--- config.mk ---
export PLATFORM = sky130hd
export DESIGN_NAME = pmc_ctrl
export DESIGN_NICKNAME = d
export VERILOG_FILES = /design/src/rtl/pmc_pkg.sv /design/src/rtl/pmc_ctrl.sv
export SDC_FILE = /design/constraint.sdc
export NUM_CORES = 1
export LEC_CHECK = 0
export ABC_AREA = 1
export BUFFER_PORTS_ARGS = -buffer_cell sky130_fd_sc_hd__buf_2
export CAP_MARGIN = 5
export CORE_ASPECT_RATIO = 1.25
export CORE_UTILIZATION = 60
export CTS_BUF_LIST = sky130_fd_sc_hd__clkbuf_4
export CTS_CLUSTER_DIAMETER = 200
export CTS_CLUSTER_SIZE = 8
export DETAILED_ROUTE_END_ITERATION = 16
export PLACE_DENSITY_LB_ADDON = 0.25
export SYNTH_ARGS = -nofsm -noshare
export SYNTH_HDL_FRONTEND = slang
export SYNTH_SLANG_ARGS = --single-unit
--- constraint.sdc ---
create_clock -name CLK -period 7.75 [get_ports CLK]
set_input_delay 0.3875 -clock CLK [delete_from_list [all_inputs] [get_ports CLK]]
set_output_delay 0.3875 -clock CLK [all_outputs]
set_load 0.005 [all_outputs]
--- src/rtl/pmc_pkg.sv ---
// package: register map, field positions and timing for the clock-stop and interrupt control
package pmc_pkg;

  // register indexes; byte address is four times the index
  localparam logic [7:0] PMC_IDX_THR  = 8'h62;
  localparam logic [7:0] PMC_IDX_PM1  = 8'h63;
  localparam logic [7:0] PMC_IDX_CLK  = 8'h65;
  localparam logic [7:0] PMC_IDX_STOP = 8'h66;
  localparam logic [7:0] PMC_IDX_SMI  = 8'h67;
  localparam logic [7:0] PMC_IDX_EN1  = 8'h70;
  localparam logic [7:0] PMC_IDX_EN2  = 8'h71;
  localparam logic [7:0] PMC_IDX_EN3  = 8'h72;
  localparam logic [7:0] PMC_IDX_ST1  = 8'h76;
  localparam logic [7:0] PMC_IDX_ST2  = 8'h77;
  localparam logic [7:0] PMC_IDX_ST3  = 8'h78;

  // reset value and writable-bit masks
  localparam logic [7:0]  PMC_REG_RST    = 8'h00;
  localparam logic [23:0] PMC_CAUSE_RST  = 24'h000000;
  localparam logic [7:0]  PMC_PM1_MASK   = 8'hef;
  localparam logic [7:0]  PMC_CLK_MASK   = 8'h3f;
  localparam logic [7:0]  PMC_STOP_MASK  = 8'hde;
  localparam logic [7:0]  PMC_SMI_MASK   = 8'hc0;
  localparam logic [7:0]  PMC_EN3_MASK   = 8'h7f;
  localparam logic [23:0] PMC_CAUSE_MASK = 24'h3fffff;

  // field positions
  localparam int PMC_PM1_GEN   = 7;
  localparam int PMC_CLK_FON   = 5;
  localparam int PMC_CLK_FOFF  = 4;
  localparam int PMC_CLK_STBY  = 3;
  localparam int PMC_CLK_SUSP  = 1;
  localparam int PMC_STOP_EN   = 7;
  localparam int PMC_STOP_THR  = 6;
  localparam int PMC_STOP_NOWD = 4;
  localparam int PMC_STOP_DLY  = 3;
  localparam int PMC_STOP_SEL  = 1;
  localparam int PMC_SMI_FON   = 7;
  localparam int PMC_SMI_FOFF  = 6;
  localparam int PMC_EVT_STBY  = 12;
  localparam int PMC_EVT_SUSP  = 13;
  localparam int PMC_EVT_APMRD = 22;
  localparam int PMC_EVT_ACT   = 23;

  // timing: times in ns, counts in cycles of the 4 ns clock
  localparam int unsigned PMC_CLK_NS = 4;
  localparam int unsigned PMC_THR_NS [16] = '{27000, 53700, 107000, 215000, 430000,
    860000, 1700000, 3400000, 7000000, 14000000, 28000000, 55000000, 100000000,
    200000000, 400000000, 1000000000};
  localparam int unsigned PMC_DLY_NS [4] = '{430000, 860000, 1700000, 7000000};

  typedef logic [27:0] pmc_cnt_t;
  typedef pmc_cnt_t pmc_thr_tab_t [16];
  typedef pmc_cnt_t pmc_dly_tab_t [4];

  function automatic pmc_cnt_t pmc_cyc(input int unsigned ns);
    pmc_cyc = pmc_cnt_t'((ns + PMC_CLK_NS - 1) / PMC_CLK_NS);
  endfunction

  function automatic pmc_thr_tab_t pmc_thr_tab();
    for (int i = 0; i < 16; i++) begin
      pmc_thr_tab[i] = pmc_cyc(PMC_THR_NS[i]);
    end
  endfunction

  function automatic pmc_dly_tab_t pmc_dly_tab();
    for (int i = 0; i < 4; i++) begin
      pmc_dly_tab[i] = pmc_cyc(PMC_DLY_NS[i]);
    end
  endfunction

  localparam pmc_thr_tab_t PMC_THR_CYC = pmc_thr_tab();
  localparam pmc_dly_tab_t PMC_DLY_CYC = pmc_dly_tab();

  typedef enum logic [1:0] {
    PMC_IDLE = 2'b00,
    PMC_WAIT = 2'b01,
    PMC_HIGH = 2'b10,
    PMC_LOW  = 2'b11
  } pmc_state_t;

endpackage

--- src/rtl/pmc_ctrl.sv ---
// clock-stop request and management interrupt control with wishbone registers
`timescale 1ns/1ns
module pmc_ctrl
  import pmc_pkg::*;
#(
  parameter pmc_thr_tab_t THR_CYC = PMC_THR_CYC,
  parameter pmc_dly_tab_t DLY_CYC = PMC_DLY_CYC
) (
  // clock and reset
  input  wire logic        CLK,
  input  wire logic        RST_N,
  // wishbone slave
  input  wire logic        CYC_I,
  input  wire logic        STB_I,
  input  wire logic        WE_I,
  input  wire logic [9:0]  ADR_I,
  input  wire logic [31:0] DAT_I,
  input  wire logic [3:0]  SEL_I,
  output logic      [31:0] DAT_O,
  output logic             ACK_O,
  // event inputs
  input  wire logic [7:0]  ACCESS_EVT,
  input  wire logic [3:0]  TIMER_EVT,
  input  wire logic        NMI_EVT,
  input  wire logic        BUS_MASTER_REQ,
  input  wire logic [1:0]  IO_TRAP_EVT,
  input  wire logic        DMA_REQ_ANY,
  input  wire logic        IRQ_ANY,
  input  wire logic        EXTERNAL_POWER_EVENT_INPUT,
  input  wire logic        APM_CODE_REQUEST,
  input  wire logic        SW_SMI_REQUEST,
  input  wire logic        USER_TIMER3_EVT,
  input  wire logic        APM_CTRL_READ,
  input  wire logic        STANDBY_EVENT,
  // requests to the processor
  output logic             CPU_CLOCK_HALT_REQUEST,
  output logic             MGMT_INTERRUPT_REQUEST
);

  logic [7:0]  thr_q;
  logic [7:0]  pm1_q;
  logic [7:0]  clk_q;
  logic [7:0]  stop_q;
  logic [7:0]  smi_q;
  logic [23:0] en_q;
  logic [23:0] cause_q;
  logic [23:0] cause_d;
  logic [23:0] s1_q;
  logic [23:0] s2_q;
  logic [23:0] s3_q;
  logic        ack_q;
  logic [31:0] dat_q;
  logic        req_q;
  logic        req_d;
  logic        halt_q;
  logic        irq_q;
  pmc_state_t  state_q;
  pmc_state_t  state_d;
  pmc_cnt_t    cnt_q;
  pmc_cnt_t    cnt_d;

  // bus decode
  wire [7:0]  idx     = ADR_I[9:2];
  wire        req_bus = CYC_I & STB_I;
  wire        wr      = req_bus & WE_I & ack_q & SEL_I[0];
  wire [7:0]  wdat    = DAT_I[7:0];
  wire        wr_thr  = wr & (idx == PMC_IDX_THR);
  wire        wr_pm1  = wr & (idx == PMC_IDX_PM1);
  wire        wr_clk  = wr & (idx == PMC_IDX_CLK);
  wire        wr_stop = wr & (idx == PMC_IDX_STOP);
  wire        wr_smi  = wr & (idx == PMC_IDX_SMI);
  wire        wr_en1  = wr & (idx == PMC_IDX_EN1);
  wire        wr_en2  = wr & (idx == PMC_IDX_EN2);
  wire        wr_en3  = wr & (idx == PMC_IDX_EN3);
  wire        wr_st1  = wr & (idx == PMC_IDX_ST1);
  wire        wr_st2  = wr & (idx == PMC_IDX_ST2);
  wire        wr_st3  = wr & (idx == PMC_IDX_ST3);

  // read selection, unmapped reads zero
  wire [7:0] rdat =
    (idx == PMC_IDX_THR)  ? thr_q  :
    (idx == PMC_IDX_PM1)  ? pm1_q  :
    (idx == PMC_IDX_CLK)  ? clk_q  :
    (idx == PMC_IDX_STOP) ? stop_q :
    (idx == PMC_IDX_SMI)  ? smi_q  :
    (idx == PMC_IDX_EN1)  ? en_q[7:0]   :
    (idx == PMC_IDX_EN2)  ? en_q[15:8]  :
    (idx == PMC_IDX_EN3)  ? en_q[23:16] :
    (idx == PMC_IDX_ST1)  ? cause_q[7:0]   :
    (idx == PMC_IDX_ST2)  ? cause_q[15:8]  :
    (idx == PMC_IDX_ST3)  ? cause_q[23:16] : PMC_REG_RST;

  // control fields
  wire gen     = pm1_q[PMC_PM1_GEN];
  wire run     = gen & stop_q[PMC_STOP_EN];
  wire thr_en  = stop_q[PMC_STOP_THR];
  wire dly_en  = stop_q[PMC_STOP_DLY];
  wire [1:0] dly_sel = stop_q[PMC_STOP_SEL +: 2];
  wire hfon    = clk_q[PMC_CLK_FON];
  wire hfoff   = clk_q[PMC_CLK_FOFF];
  wire ifon    = smi_q[PMC_SMI_FON];
  wire ifoff   = smi_q[PMC_SMI_FOFF];

  // synchronised events and their rising edges
  wire [23:0] evt_raw = {STANDBY_EVENT, APM_CTRL_READ, DMA_REQ_ANY, IRQ_ANY,
    EXTERNAL_POWER_EVENT_INPUT, APM_CODE_REQUEST, SW_SMI_REQUEST, USER_TIMER3_EVT,
    TIMER_EVT, NMI_EVT, BUS_MASTER_REQ, IO_TRAP_EVT, ACCESS_EVT};
  wire [23:0] rise    = s2_q & ~s3_q;

  // cause latching: set wins over write-one clear
  wire [23:0] set  = rise & en_q & PMC_CAUSE_MASK & {24{gen}};
  wire [23:0] w1c  = {wr_st3 ? wdat : 8'h00, wr_st2 ? wdat : 8'h00, wr_st1 ? wdat : 8'h00};
  assign cause_d   = (cause_q & ~w1c) | set;

  // automatic clock-stop triggers
  wire trig_stby = rise[PMC_EVT_STBY] & clk_q[PMC_CLK_STBY];
  wire trig_susp = rise[PMC_EVT_SUSP] & clk_q[PMC_CLK_SUSP];
  wire trig_apm  = rise[PMC_EVT_APMRD] & en_q[PMC_EVT_APMRD];
  wire trig      = run & (trig_stby | trig_susp | trig_apm);
  wire withdraw  = rise[PMC_EVT_ACT] & ~stop_q[PMC_STOP_NOWD];
  assign req_d   = trig | (req_q & run & ~withdraw);

  // interval length of the current state
  wire pmc_cnt_t lim =
    (state_q == PMC_WAIT) ? DLY_CYC[dly_sel] :
    (state_q == PMC_LOW)  ? THR_CYC[thr_q[7:4]] : THR_CYC[thr_q[3:0]];
  wire done = (cnt_q >= lim - pmc_cnt_t'(1));
  wire live = run & req_q;

  always_comb begin
    state_d = state_q;
    unique case (state_q)
      PMC_IDLE: begin
        if (live) begin
          state_d = dly_en ? PMC_WAIT : PMC_HIGH;
        end
      end
      PMC_WAIT: begin
        if (!live) begin
          state_d = PMC_IDLE;
        end else if (done) begin
          state_d = PMC_HIGH;
        end
      end
      PMC_HIGH: begin
        if (!live) begin
          state_d = PMC_IDLE;
        end else if (thr_en && done) begin
          state_d = PMC_LOW;
        end
      end
      PMC_LOW: begin
        if (!live) begin
          state_d = PMC_IDLE;
        end else if (!thr_en || done) begin
          state_d = PMC_HIGH;
        end
      end
    endcase
  end

  assign cnt_d = (state_d != state_q) ? '0 : cnt_q + pmc_cnt_t'(1);

  // output decisions, force-off first
  wire halt_d = hfoff ? 1'b0 : (hfon | (state_q == PMC_HIGH));
  wire irq_d  = ifoff ? 1'b0 : (ifon | (|cause_q));

  // bus handshake and read data
  always_ff @(posedge CLK) begin
    if (!RST_N) begin
      ack_q <= 1'b0;
      dat_q <= '0;
    end else begin
      ack_q <= req_bus & ~ack_q;
      dat_q <= {24'h000000, rdat};
    end
  end

  // control registers
  always_ff @(posedge CLK) begin
    if (!RST_N) begin
      thr_q  <= PMC_REG_RST;
      pm1_q  <= PMC_REG_RST;
      clk_q  <= PMC_REG_RST;
      stop_q <= PMC_REG_RST;
      smi_q  <= PMC_REG_RST;
    end else begin
      if (wr_thr)  thr_q  <= wdat;
      if (wr_pm1)  pm1_q  <= wdat & PMC_PM1_MASK;
      if (wr_clk)  clk_q  <= wdat & PMC_CLK_MASK;
      if (wr_stop) stop_q <= wdat & PMC_STOP_MASK;
      if (wr_smi)  smi_q  <= wdat & PMC_SMI_MASK;
    end
  end

  // enable registers
  always_ff @(posedge CLK) begin
    if (!RST_N) begin
      en_q <= PMC_CAUSE_RST;
    end else begin
      if (wr_en1) en_q[7:0]   <= wdat;
      if (wr_en2) en_q[15:8]  <= wdat;
      if (wr_en3) en_q[23:16] <= wdat & PMC_EN3_MASK;
    end
  end

  // event synchronisers, causes, clock-stop state
  always_ff @(posedge CLK) begin
    if (!RST_N) begin
      s1_q    <= PMC_CAUSE_RST;
      s2_q    <= PMC_CAUSE_RST;
      s3_q    <= PMC_CAUSE_RST;
      cause_q <= PMC_CAUSE_RST;
      req_q   <= 1'b0;
      state_q <= PMC_IDLE;
      cnt_q   <= '0;
      halt_q  <= 1'b0;
      irq_q   <= 1'b0;
    end else begin
      s1_q    <= evt_raw;
      s2_q    <= s1_q;
      s3_q    <= s2_q;
      cause_q <= cause_d;
      req_q   <= req_d;
      state_q <= state_d;
      cnt_q   <= cnt_d;
      halt_q  <= halt_d;
      irq_q   <= irq_d;
    end
  end

  assign ACK_O                  = ack_q;
  assign DAT_O                  = dat_q;
  assign CPU_CLOCK_HALT_REQUEST = halt_q;
  assign MGMT_INTERRUPT_REQUEST = irq_q;
endmodule

# --- Word level (Yosys, flattened, before mapping) ---
# Memories as Yosys holds them, arrays and structs flattened.
# Cells that the tools add are included.
word_totals:
  reg_bits: 214
  romBits: 896
  in_bits: 75
  output_inout_bits: 35
  elab_cells: 126
  n_memories: 2
classes:
  add_sub_neg: 2
  magnitude_cmp: 4
  n_eq_ne: 15
  mux: 32
  bitwise: 43
  n_reduce_logical: 8
memory_table:
  columns: ["name", "depth", "word_bits", "rd", "rd_clocked_by_memory_dff", "wr", "line", "source"]
  rows:
  - ["(name not given)", 16, 28, 1, 0, 0, "pmc_ctrl.sv:126", "(state_q == PMC_LOW) ? THR_CYC[thr_q[7:4]] : THR_CYC[thr_q[3:0]];"]
  - ["(name not given)", 16, 28, 1, 0, 0, "pmc_ctrl.sv:126", null]
ops:
  columns: ["op", "count"]
  rows:
  - ["$mux W28", 8]
  - ["$mux W8", 14]
  - ["$eq A8 B7 Y1 const B", 11]
  - ["$bmux W28 S2", 1]
  - ["$and A24 B24 Y24", 2]
  - ["$not A24 Y24", 2]
  - ["$add A28 B1 Y28 const B", 1]
  - ["$ge A28 B28 Y1", 1]
  - ["$sub A28 B1 Y28 const B", 1]
  - ["$and A1 B1 Y1", 24]
  - ["$and A22 B24 Y24", 1]
  - ["$or A24 B24 Y24", 1]
  - ["$reduce_or A24 Y1", 1]
  - ["$and A22 B22 Y22", 1]
  - ["$mux W2", 8]
  - ["$ge A5 B5 Y1 const B", 2]
  - ["$not A4 Y5", 2]
  - ["$pmux W2 S4", 1]
  - ["$reduce_or A2 Y1", 3]
  - ["$or A1 B1 Y1", 5]
  - ["$eq A2 B2 Y1 const B", 2]
  - ["$not A1 Y1", 4]
  - ["$ge A3 B3 Y1 const B", 1]
  - ["$not A2 Y3", 1]
  - ["other kinds (6)", 6]

# --- Longest topological paths before layout ---
# Gate-level depths: netlist of the first run.
depth:
  ltp_word: 14
  depth_mapped: 31
  mapped_depth_nobuf: 29

# --- Worst setup path after synthesis of the first run ---
# No wires, ideal clock.
synth_path:
  kind: "reg-to-reg"
  startpoint: "register thr_q[5]"
  endpoint: "register cnt_q[10]"
  setup_ns: 0.116
  t_arrival_ns: 3.464
  t_required_ns: 7.634
  setup_slack_ns: 4.170
  path_stages_with_launch: 29
  path_buffers: 1
  period_less_slack_ns: 3.580
  cell_sequence: "dfxtp_1 > inv_1 > ha_1 > inv_1 > nor2_1 > a22oi_1 > ha_1 > nand2_1 > nor2_4 > nand2_2 > nor2_4 > nand3_2 > o21a_1 > ha_1 > nand2_1 > inv_1 > nand2_1 > nand2_1 > nand2_1 > nand2_1 > a21oi_2 > nand3_1 > nand2_1 > nand3_1 > nand3_1 > nand2_1 > nand2_2 > buf_2 > nor2_1"
synth_between:
  elab_chain_cells: 14
  elab_cells_between_ends: 19
  classes_between: "1 x add/sub; 1 x order compare; 1 x eq/ne; 11 x mux; 1 x bitwise; 3 x reduce/logical; 1 x memory"
synth_rtl:
  columns: ["item", "line", "source"]
  rows:
  - ["start: declaration", "pmc_ctrl.sv:40", "logic [7:0] thr_q;"]
  - ["start signal: assignment", "pmc_ctrl.sv:188", "if (wr_thr) thr_q <= wdat;"]
  - ["$not A4 Y5 (implied by the code) *", "pmc_ctrl.sv:126", null]
  - ["$mem_v2 Z16 W28 *", null, null]
  - ["$mux W28 (implied by the code) * (2 in a row)", "pmc_ctrl.sv:126", null]
  - ["$mux W28 *", "pmc_ctrl.sv:126", null]
  - ["$mux W28 *", "pmc_ctrl.sv:125", "(state_q == PMC_WAIT) ? DLY_CYC[dly_sel] :"]
  - ["$sub A28 B1 Y28 *", "pmc_ctrl.sv:127", "wire done = (cnt_q >= lim - pmc_cnt_t'(1));"]
  - ["$ge A28 B28 Y1 *", "pmc_ctrl.sv:127", null]
  - ["$logic_or A1 B1 Y1 or $logic_and A1 B1 Y1 (tied branches)", "pmc_ctrl.sv:155, pmc_ctrl.sv:148", null]
  - ["$mux W2, on equally long branches", "pmc_ctrl.sv:155, pmc_ctrl.sv:148", null]
  - ["$mux W2, on equally long branches", "pmc_ctrl.sv:153, pmc_ctrl.sv:146", null]
  - ["$pmux W2 S4 *", "pmc_ctrl.sv:132", "unique case (state_q)"]
  - ["$ne A2 B2 Y1 *", "pmc_ctrl.sv:162", "assign cnt_d = (state_d != state_q) ? '0 : cnt_q + pmc_cnt_t'(1);"]
  - ["$reduce_or A2 Y1 (no source line) *", null, null]
  - ["end signal: assignment", "pmc_ctrl.sv:226", "cnt_q <= cnt_d;"]
  - ["end: declaration", "pmc_ctrl.sv:59", "pmc_cnt_t cnt_q;"]
# Every way passes the cells marked *; elsewhere a longest branch is shown, timed or not. The select of a mux whose other input is x is not followed.
# A chain may end at the register's enable or synchronous reset.

# --- Worst setup path after layout of the first run ---
layout_path:
  startpoint: "register thr_q[5]"
  endpoint: "register cnt_q[24]"
# The elaborated chain is that of the path after synthesis.

==> results of run 1 <==
-- sequential cells by signal (all words and copies together) (netlist names), 2 cells and up --
signal / count
state_q: 2
s3_q: 24
clk_q: 6
stop_q: 6
DAT_O: 8
s2_q: 24
en_q: 23
cnt_q: 28
smi_q: 2
cause_q: 24
thr_q: 8
pm1_q: 7
s1_q: 24
-- metal layers --
metal	share of wire, %	up-vias
li1	-	4546
met2	51	327
met4	7.6	0
met3	4.4	106
met5	0	-
met1	37	4068
-- cell usage in the layout, fill, tap and decap left out, types with 4 or more instances in the layout --
cell / instances
buf_2: 55
inv_1: 215
clkinv_8: 4
a31oi_1: 7
nand3_1: 52
o21ai_2: 4
dlygate4sd3_1: 24
o21ai_0: 99
a22oi_1: 4
dfxtp_1: 190
nand4_1: 42
inv_4: 4
nor2_4: 5
nand3_2: 4
o221ai_1: 5
nor4_1: 9
xnor2_1: 16
buf_4: 4
nor2_1: 118
xor2_1: 20
nor2_2: 5
nand2_1: 292
clkbuf_4: 18
o2111ai_1: 4
ha_1: 48
o211ai_1: 6
conb_1: 24
inv_2: 9
nor3_1: 15
a21oi_1: 105
-- logic make-up (layout without fill, tap and decap cells) --
family	count (synthesis)	after routing	synth area share [%]
DFF	190	190	38.14
xor gates and xnor gates	36	36	3.162
other	1	25	0.03761
buffers and inverters	293	345	12.52
adders and majority gates	48	48	6.023
AOI/OAI and AO/OA	253	253	14.30
and+or+nand+nor	567	567	25.81
-- cell type report --
cell class,count,share of cell area [%]
clock inverters,14,1.403
multi-input cells,928,46.38
well taps,216,2.504
clock buffers,18,1.252
inverters,230,8.138
diodes,1,0.02319
flip-flops and latches,190,35.24
repair buffers,83,5.054
-- power by group through the flow --
stage	clock network (mW)	logic (mW)	registers [mW]
after global routing	0.571	0.0891	1.00
final	0.526	0.0800	1.00
after CTS	0.539	0.0785	1.00
after detailed placement	0	0.0689	1.02
after floorplan	0	0.0500	1.02
after global placement	0	0.0674	1.02
-- tightest hold or removal path, stage by stage --
cell     delay (ps)
buf_2            90
nand2_1          60
nor3_1           40
-- what timing repair did --
item                      CTS  global route
buffers inserted            0             0
hold endpoints to repair   24             0
hold buffers               24             0
-- worst max-delay path by stage --
stage,to,slack (ps),depth (start not counted)
final,cnt_q[24],2980,27
after global routing,cnt_q[16],2520,27
after detailed placement,cnt_q[9],3000,27
after global placement,cnt_q[6],3100,27
after CTS,cnt_q[24],2970,27
after floorplan,cnt_q[10],4170,28
-- stage by stage --
step	setup WS [ps]	area [um^2]	hold slack [ps]	utilization [%]
after CTS	2971	10790	15.53	66.60
after floorplan	4170	10060	390.5	-
after detailed placement	2999	10260	395.9	63.35
final	2981	10790	34.54	66.62
after global routing	2523	10790	34.87	66.62
after global placement	3103	10260	392.4	63.35
==> flow_summary.json, run 1 <==
{
  "status": "complete, no violations",
  "grtUsageMet3_pct": 4.727,
  "worstMarginPinSlew_ps": 880.6,
  "vias": 9047,
  "r2r-end": "cnt_q[24]",
  "yosysTopAreaCell": "dfxtp_1",
  "drc": 0,
  "nFillCells": 1462,
  "power.switching_mw": 0.4352,
  "die_h_um": 146.1,
  "min_from": "STB_I",
  "rsz0062_at_grt": "no",
  "synth_ff_type": "dfxtp_1",
  "synth_top_cells_by_count": "nand2_1, inv_1, dfxtp_1",
  "cts.sinks": 190,
  "crit_buf_inv": 4,
  "timing.final.crit_share_pct": 61.54,
  "slew_headroom_pct": 41.22,
  "powerDensity_nw_per_um2": 149.0,
  "seqPwrFrac_pct": 62.3,
  "synth_top_area_share_pct": 38.14,
  "ff_latch_area_um2": 3804,
  "dieArea_um2": 17140,
  "syn_avg_cell_area_um2": 7.184,
  "cts_tree": "built",
  "ant_nets": 0,
  "ff2ff_path_depth": 27,
  "yosysSeqAreaShare_pct": 38.14,
  "routedWlPerCell_um": 16.10,
  "rrSetupSlack_ps": 2980,
  "dp_cells": 1623,
  "postSynthCellCount": 1388,
  "rows": 52,
  "start_kind": "flop",
  "portBuffers": 56,
  "core_um2": 16200,
  "async_flop_share_pct": 0,
  "io_pins": 110,
  "synth_edf_count": 0,
  "numCtsBuffers": 17,
  "finalCriticalPeriod_ps": 4769,
  "finalNonFillerCells": 1680,
  "drive_above_1_share_pct": 10.05,
  "power_frac_comb_pct": 5.0,
  "gr-total-overflow": 0,
  "grt_pass1_vias": 8867,
  "drt_iter0_drc": 647,
  "maxCapViolations": 0,
  "worstPathArrival_ps": 5240,
  "clk_pin_slew_worst_paths_ps": 150,
  "synth_warnings": 0,
  "peakVddDrop_v": 0.0001653,
  "htreeDepth": 4,
  "p_total_mw": 1.608,
  "grt_util_met1_pct": 33.11,
  "path_class": "flop to flop",
  "cts_resized": 0,
  "critPathTopFamily": "simple AND/OR/NAND/NOR gates",
  "antenna_found_initial": 1,
  "grt_util_met2_pct": 59.59,
  "min_to": "ACK_O",
  "critical_path.max_stage_delay_ps": 700,
  "cts_root_buf": "clkbuf_4",
  "yosysMostFrequentCell": "nand2_1",
  "end_kind": "flop",
  "initial_core_util_pct": 61.55,
  "path_common_cell": "nand2_1",
  "internal_power_mw": 1.173,
  "ys_types": 60,
  "drt-pass1-iter-count": 6,
  "cp.required_ps": 8220,
  "fmax_mhz": 209.7,
  "grt_pass1_wl_mm": 43.71,
  "final_max_slew_viol_count": 0,
  "synth_area_leaders": "dfxtp_1, nand2_1, inv_1, ha_1, a21oi_1",
  "setup_viol": 0,
  "cp-startpoint": "thr_q[5]",
  "min_path_cells": 3,
  "routed_wl_mm": 27.04,
  "r2r-start": "thr_q[5]",
  "clk_latency_ps": 600,
  "switching_share_pct": 27.07,
  "cp_slowest_cell": "dfxtp_1",
  "multi_input_area_um2": 5006,
  "place_congestion": 1.014,
  "vias_per_cell": 5.385,
  "synth_area_um2": 9972,
  "grt_usage_pct": 32.65,
  "top_usage_layer": "met2",
  "crit_fanout": 28,
  "grt_max_degree": 79,
  "holdCritPathClass": "input pin to flop",
  "fin_nets": 1573,
  "die_x_um": 117.3,
  "cts.path.max_buffers": 2,
  "dp_hpwl_mm": 20.35,
  "final_hold_viol_count": 0,
  "synth-seq-cells": 190,
  "p_clk_share_pct": 32.7,
  "clock-skew-final_ps": 26.35,
  "fin_tns_setup_ps": 0,
  "area_growth_pct": 8.231,
  "p_leak_nw": 5.147
}
Note: power is estimated with default switching activity, not from simulation.
==> inputs of run 2 (changes only) <==
Clock period 7.75 ns to 4.6 ns, I/O delays scaled along.
==> flow_summary.json, run 2 (synthesis gave the netlist of run 1 again) <==
{
  "cts.path.max_buffers": 2,
  "maxCapViolations": 0,
  "grt_pass1_wl_mm": 44.89,
  "core_um2": 16200,
  "largest_reg_flops": 28,
  "drc": 0,
  "fmax_mhz": 244.6,
  "antenna_found_initial": 1,
  "drive_above_1_share_pct": 10.82,
  "routed_wl_mm": 28.30,
  "crit_buf_inv": 4,
  "setup_viol": 0,
  "crit_fanout": 28,
  "dp_hpwl_mm": 21.23,
  "grt_max_degree": 88,
  "setup_ws_ps": 511.2,
  "grt_usage_pct": 33.61,
  "dieArea_um2": 17140,
  "post_dp_cell_area_um2": 10380,
  "clk_pin_slew_worst_paths_ps": 190,
  "dp_slack_ps": 563.3,
  "critical_path.max_stage_delay_ps": 540,
  "rsz0062_at_grt": "no",
  "status": "complete, no violations",
  "end_kind": "flop",
  "peakVddDrop_v": 0.0004869,
  "numCtsBuffers": 17,
  "ant_nets": 0,
  "r2r-start": "thr_q[1]",
  "worstPathArrival_ps": 4630,
  "start_kind": "flop",
  "regMostFlops": "cnt_q",
  "fin_nets": 1598,
  "nFillCells": 1432,
  "path_common_cell": "nand2_1",
  "cts.sinks": 190,
  "worstMarginPinSlew_ps": 914.6,
  "cp.required_ps": 5140,
  "vias_per_cell": 5.401,
  "fin_util_pct": 68.44,
  "die_x_um": 117.3,
  "htreeDepth": 4,
  "mostFrequentLayoutCell": "nand2_1",
  "cts_tree": "built",
  "ff_latch_area_um2": 3804,
  "final_max_slew_viol_count": 0,
  "powerDensity_nw_per_um2": 258.5,
  "cts_root_buf": "clkbuf_4",
  "rrSetupSlack_ps": 510,
  "cp_slowest_cell": "dfxtp_1",
  "holdCritPathClass": "input pin to flop",
  "io_pins": 110,
  "clock-skew-final_ps": 27.56,
  "gr-total-overflow": 0,
  "routedWlPerCell_um": 16.60,
  "timing.final.crit_share_pct": 88.89,
  "multi_input_area_um2": 5006,
  "drt-pass1-iter-count": 5,
  "die_h_um": 146.1,
  "critPathTopFamily": "simple AND/OR/NAND/NOR gates",
  "finalCriticalPeriod_ps": 4089,
  "vias": 9208,
  "slew_headroom_pct": 38.57,
  "grt_pass1_vias": 9089,
  "layout_common_cells": "nand2_1, inv_1, dfxtp_1, nor2_1, a21oi_1",
  "drt_iter0_drc": 498,
  "place_congestion": 0.9320,
  "finalNonFillerCells": 1705,
  "dp_cells": 1637,
  "portBuffers": 56,
  "fin_tns_setup_ps": 0,
  "final_hold_viol_count": 0,
  "design_area_um2": 11090,
  "rows": 52,
  "cp-startpoint": "thr_q[1]",
  "min_from": "ADR_I[5]",
  "clk_latency_ps": 620,
  "initial_core_util_pct": 61.55,
  "path_class": "flop to flop",
  "p_leak_nw": 5.294,
  "area_growth_pct": 11.19
}
## run 2: changes by cell type in the layout (fill, tap and decap cells not counted), sizes merged
cell / previous run / this run
clkinvlp: 1 / 0
inv: 234 / 239
dlygate4sd3: 24 / 35
buf: 59 / 73
clkinv: 9 / 6
clkbuf: 18 / 17
## run 2: worst reg2reg max path: cells and delay by family, from the launching register on
| kind | cells | cell delay [ps] |
|---|---|---|
| adders and majority gates | 3 | 700 |
| DFF | 1 | 540 |
| buffers and inverters | 4 | 620 |
| AOI/OAI and AO/OA | 2 | 390 |
| and+or+nand+nor | 18 | 1800 |
## run 2: power breakdown
group	switching [mW]	internal (mW)
Clock	0.733	0.297
Sequential	0.0123	1.68
Combinational	0.0912	0.0566
## run 2: path summary, 6_finish.rpt
| kind | end | cells after the start |
|---|---|---|
| setup / recovery | cnt_q[22] | 27 |
| hold / removal | en_q[10] | 4 |
| setup reg to reg | cnt_q[22] | 27 |
| hold reg to reg | s3_q[9] | 2 |
## run 2: through the flow
step | hold slack, ps | power (mW)
after floorplan | 327.6 | 1.803
after global placement | 392.4 | 1.838
after detailed placement | 394.7 | 1.843
after CTS | 25.37 | 2.881
after global routing | 43.89 | 2.959
final | 55.05 | 2.866
## run 2: routing by layer
layer  up-vias  wire, um  track usage (%)
met5         -         0                0
met4         0      2676            31.69
met3       136      1114            4.688
met2       303     14270            60.65
met1      4161     10240            32.98
li1       4608         -                -
## run 2: final cells by class
type                            instances  area share [%]
Tap cell                              216           2.437
Timing Repair Buffer                  108           6.974
Clock inverter                         15           2.042
Clock buffer                           17           1.151
Multi-Input combinational cell        928           45.15
Antenna cell                            1         0.02257
Inverter                              230           7.921
Sequential cell                       190           34.30
## run 2: what timing repair did
action	CTS	global route
hold buffers	35	0
setup buffers	0	0
resized for setup	0	0
hold endpoints to repair	65	0
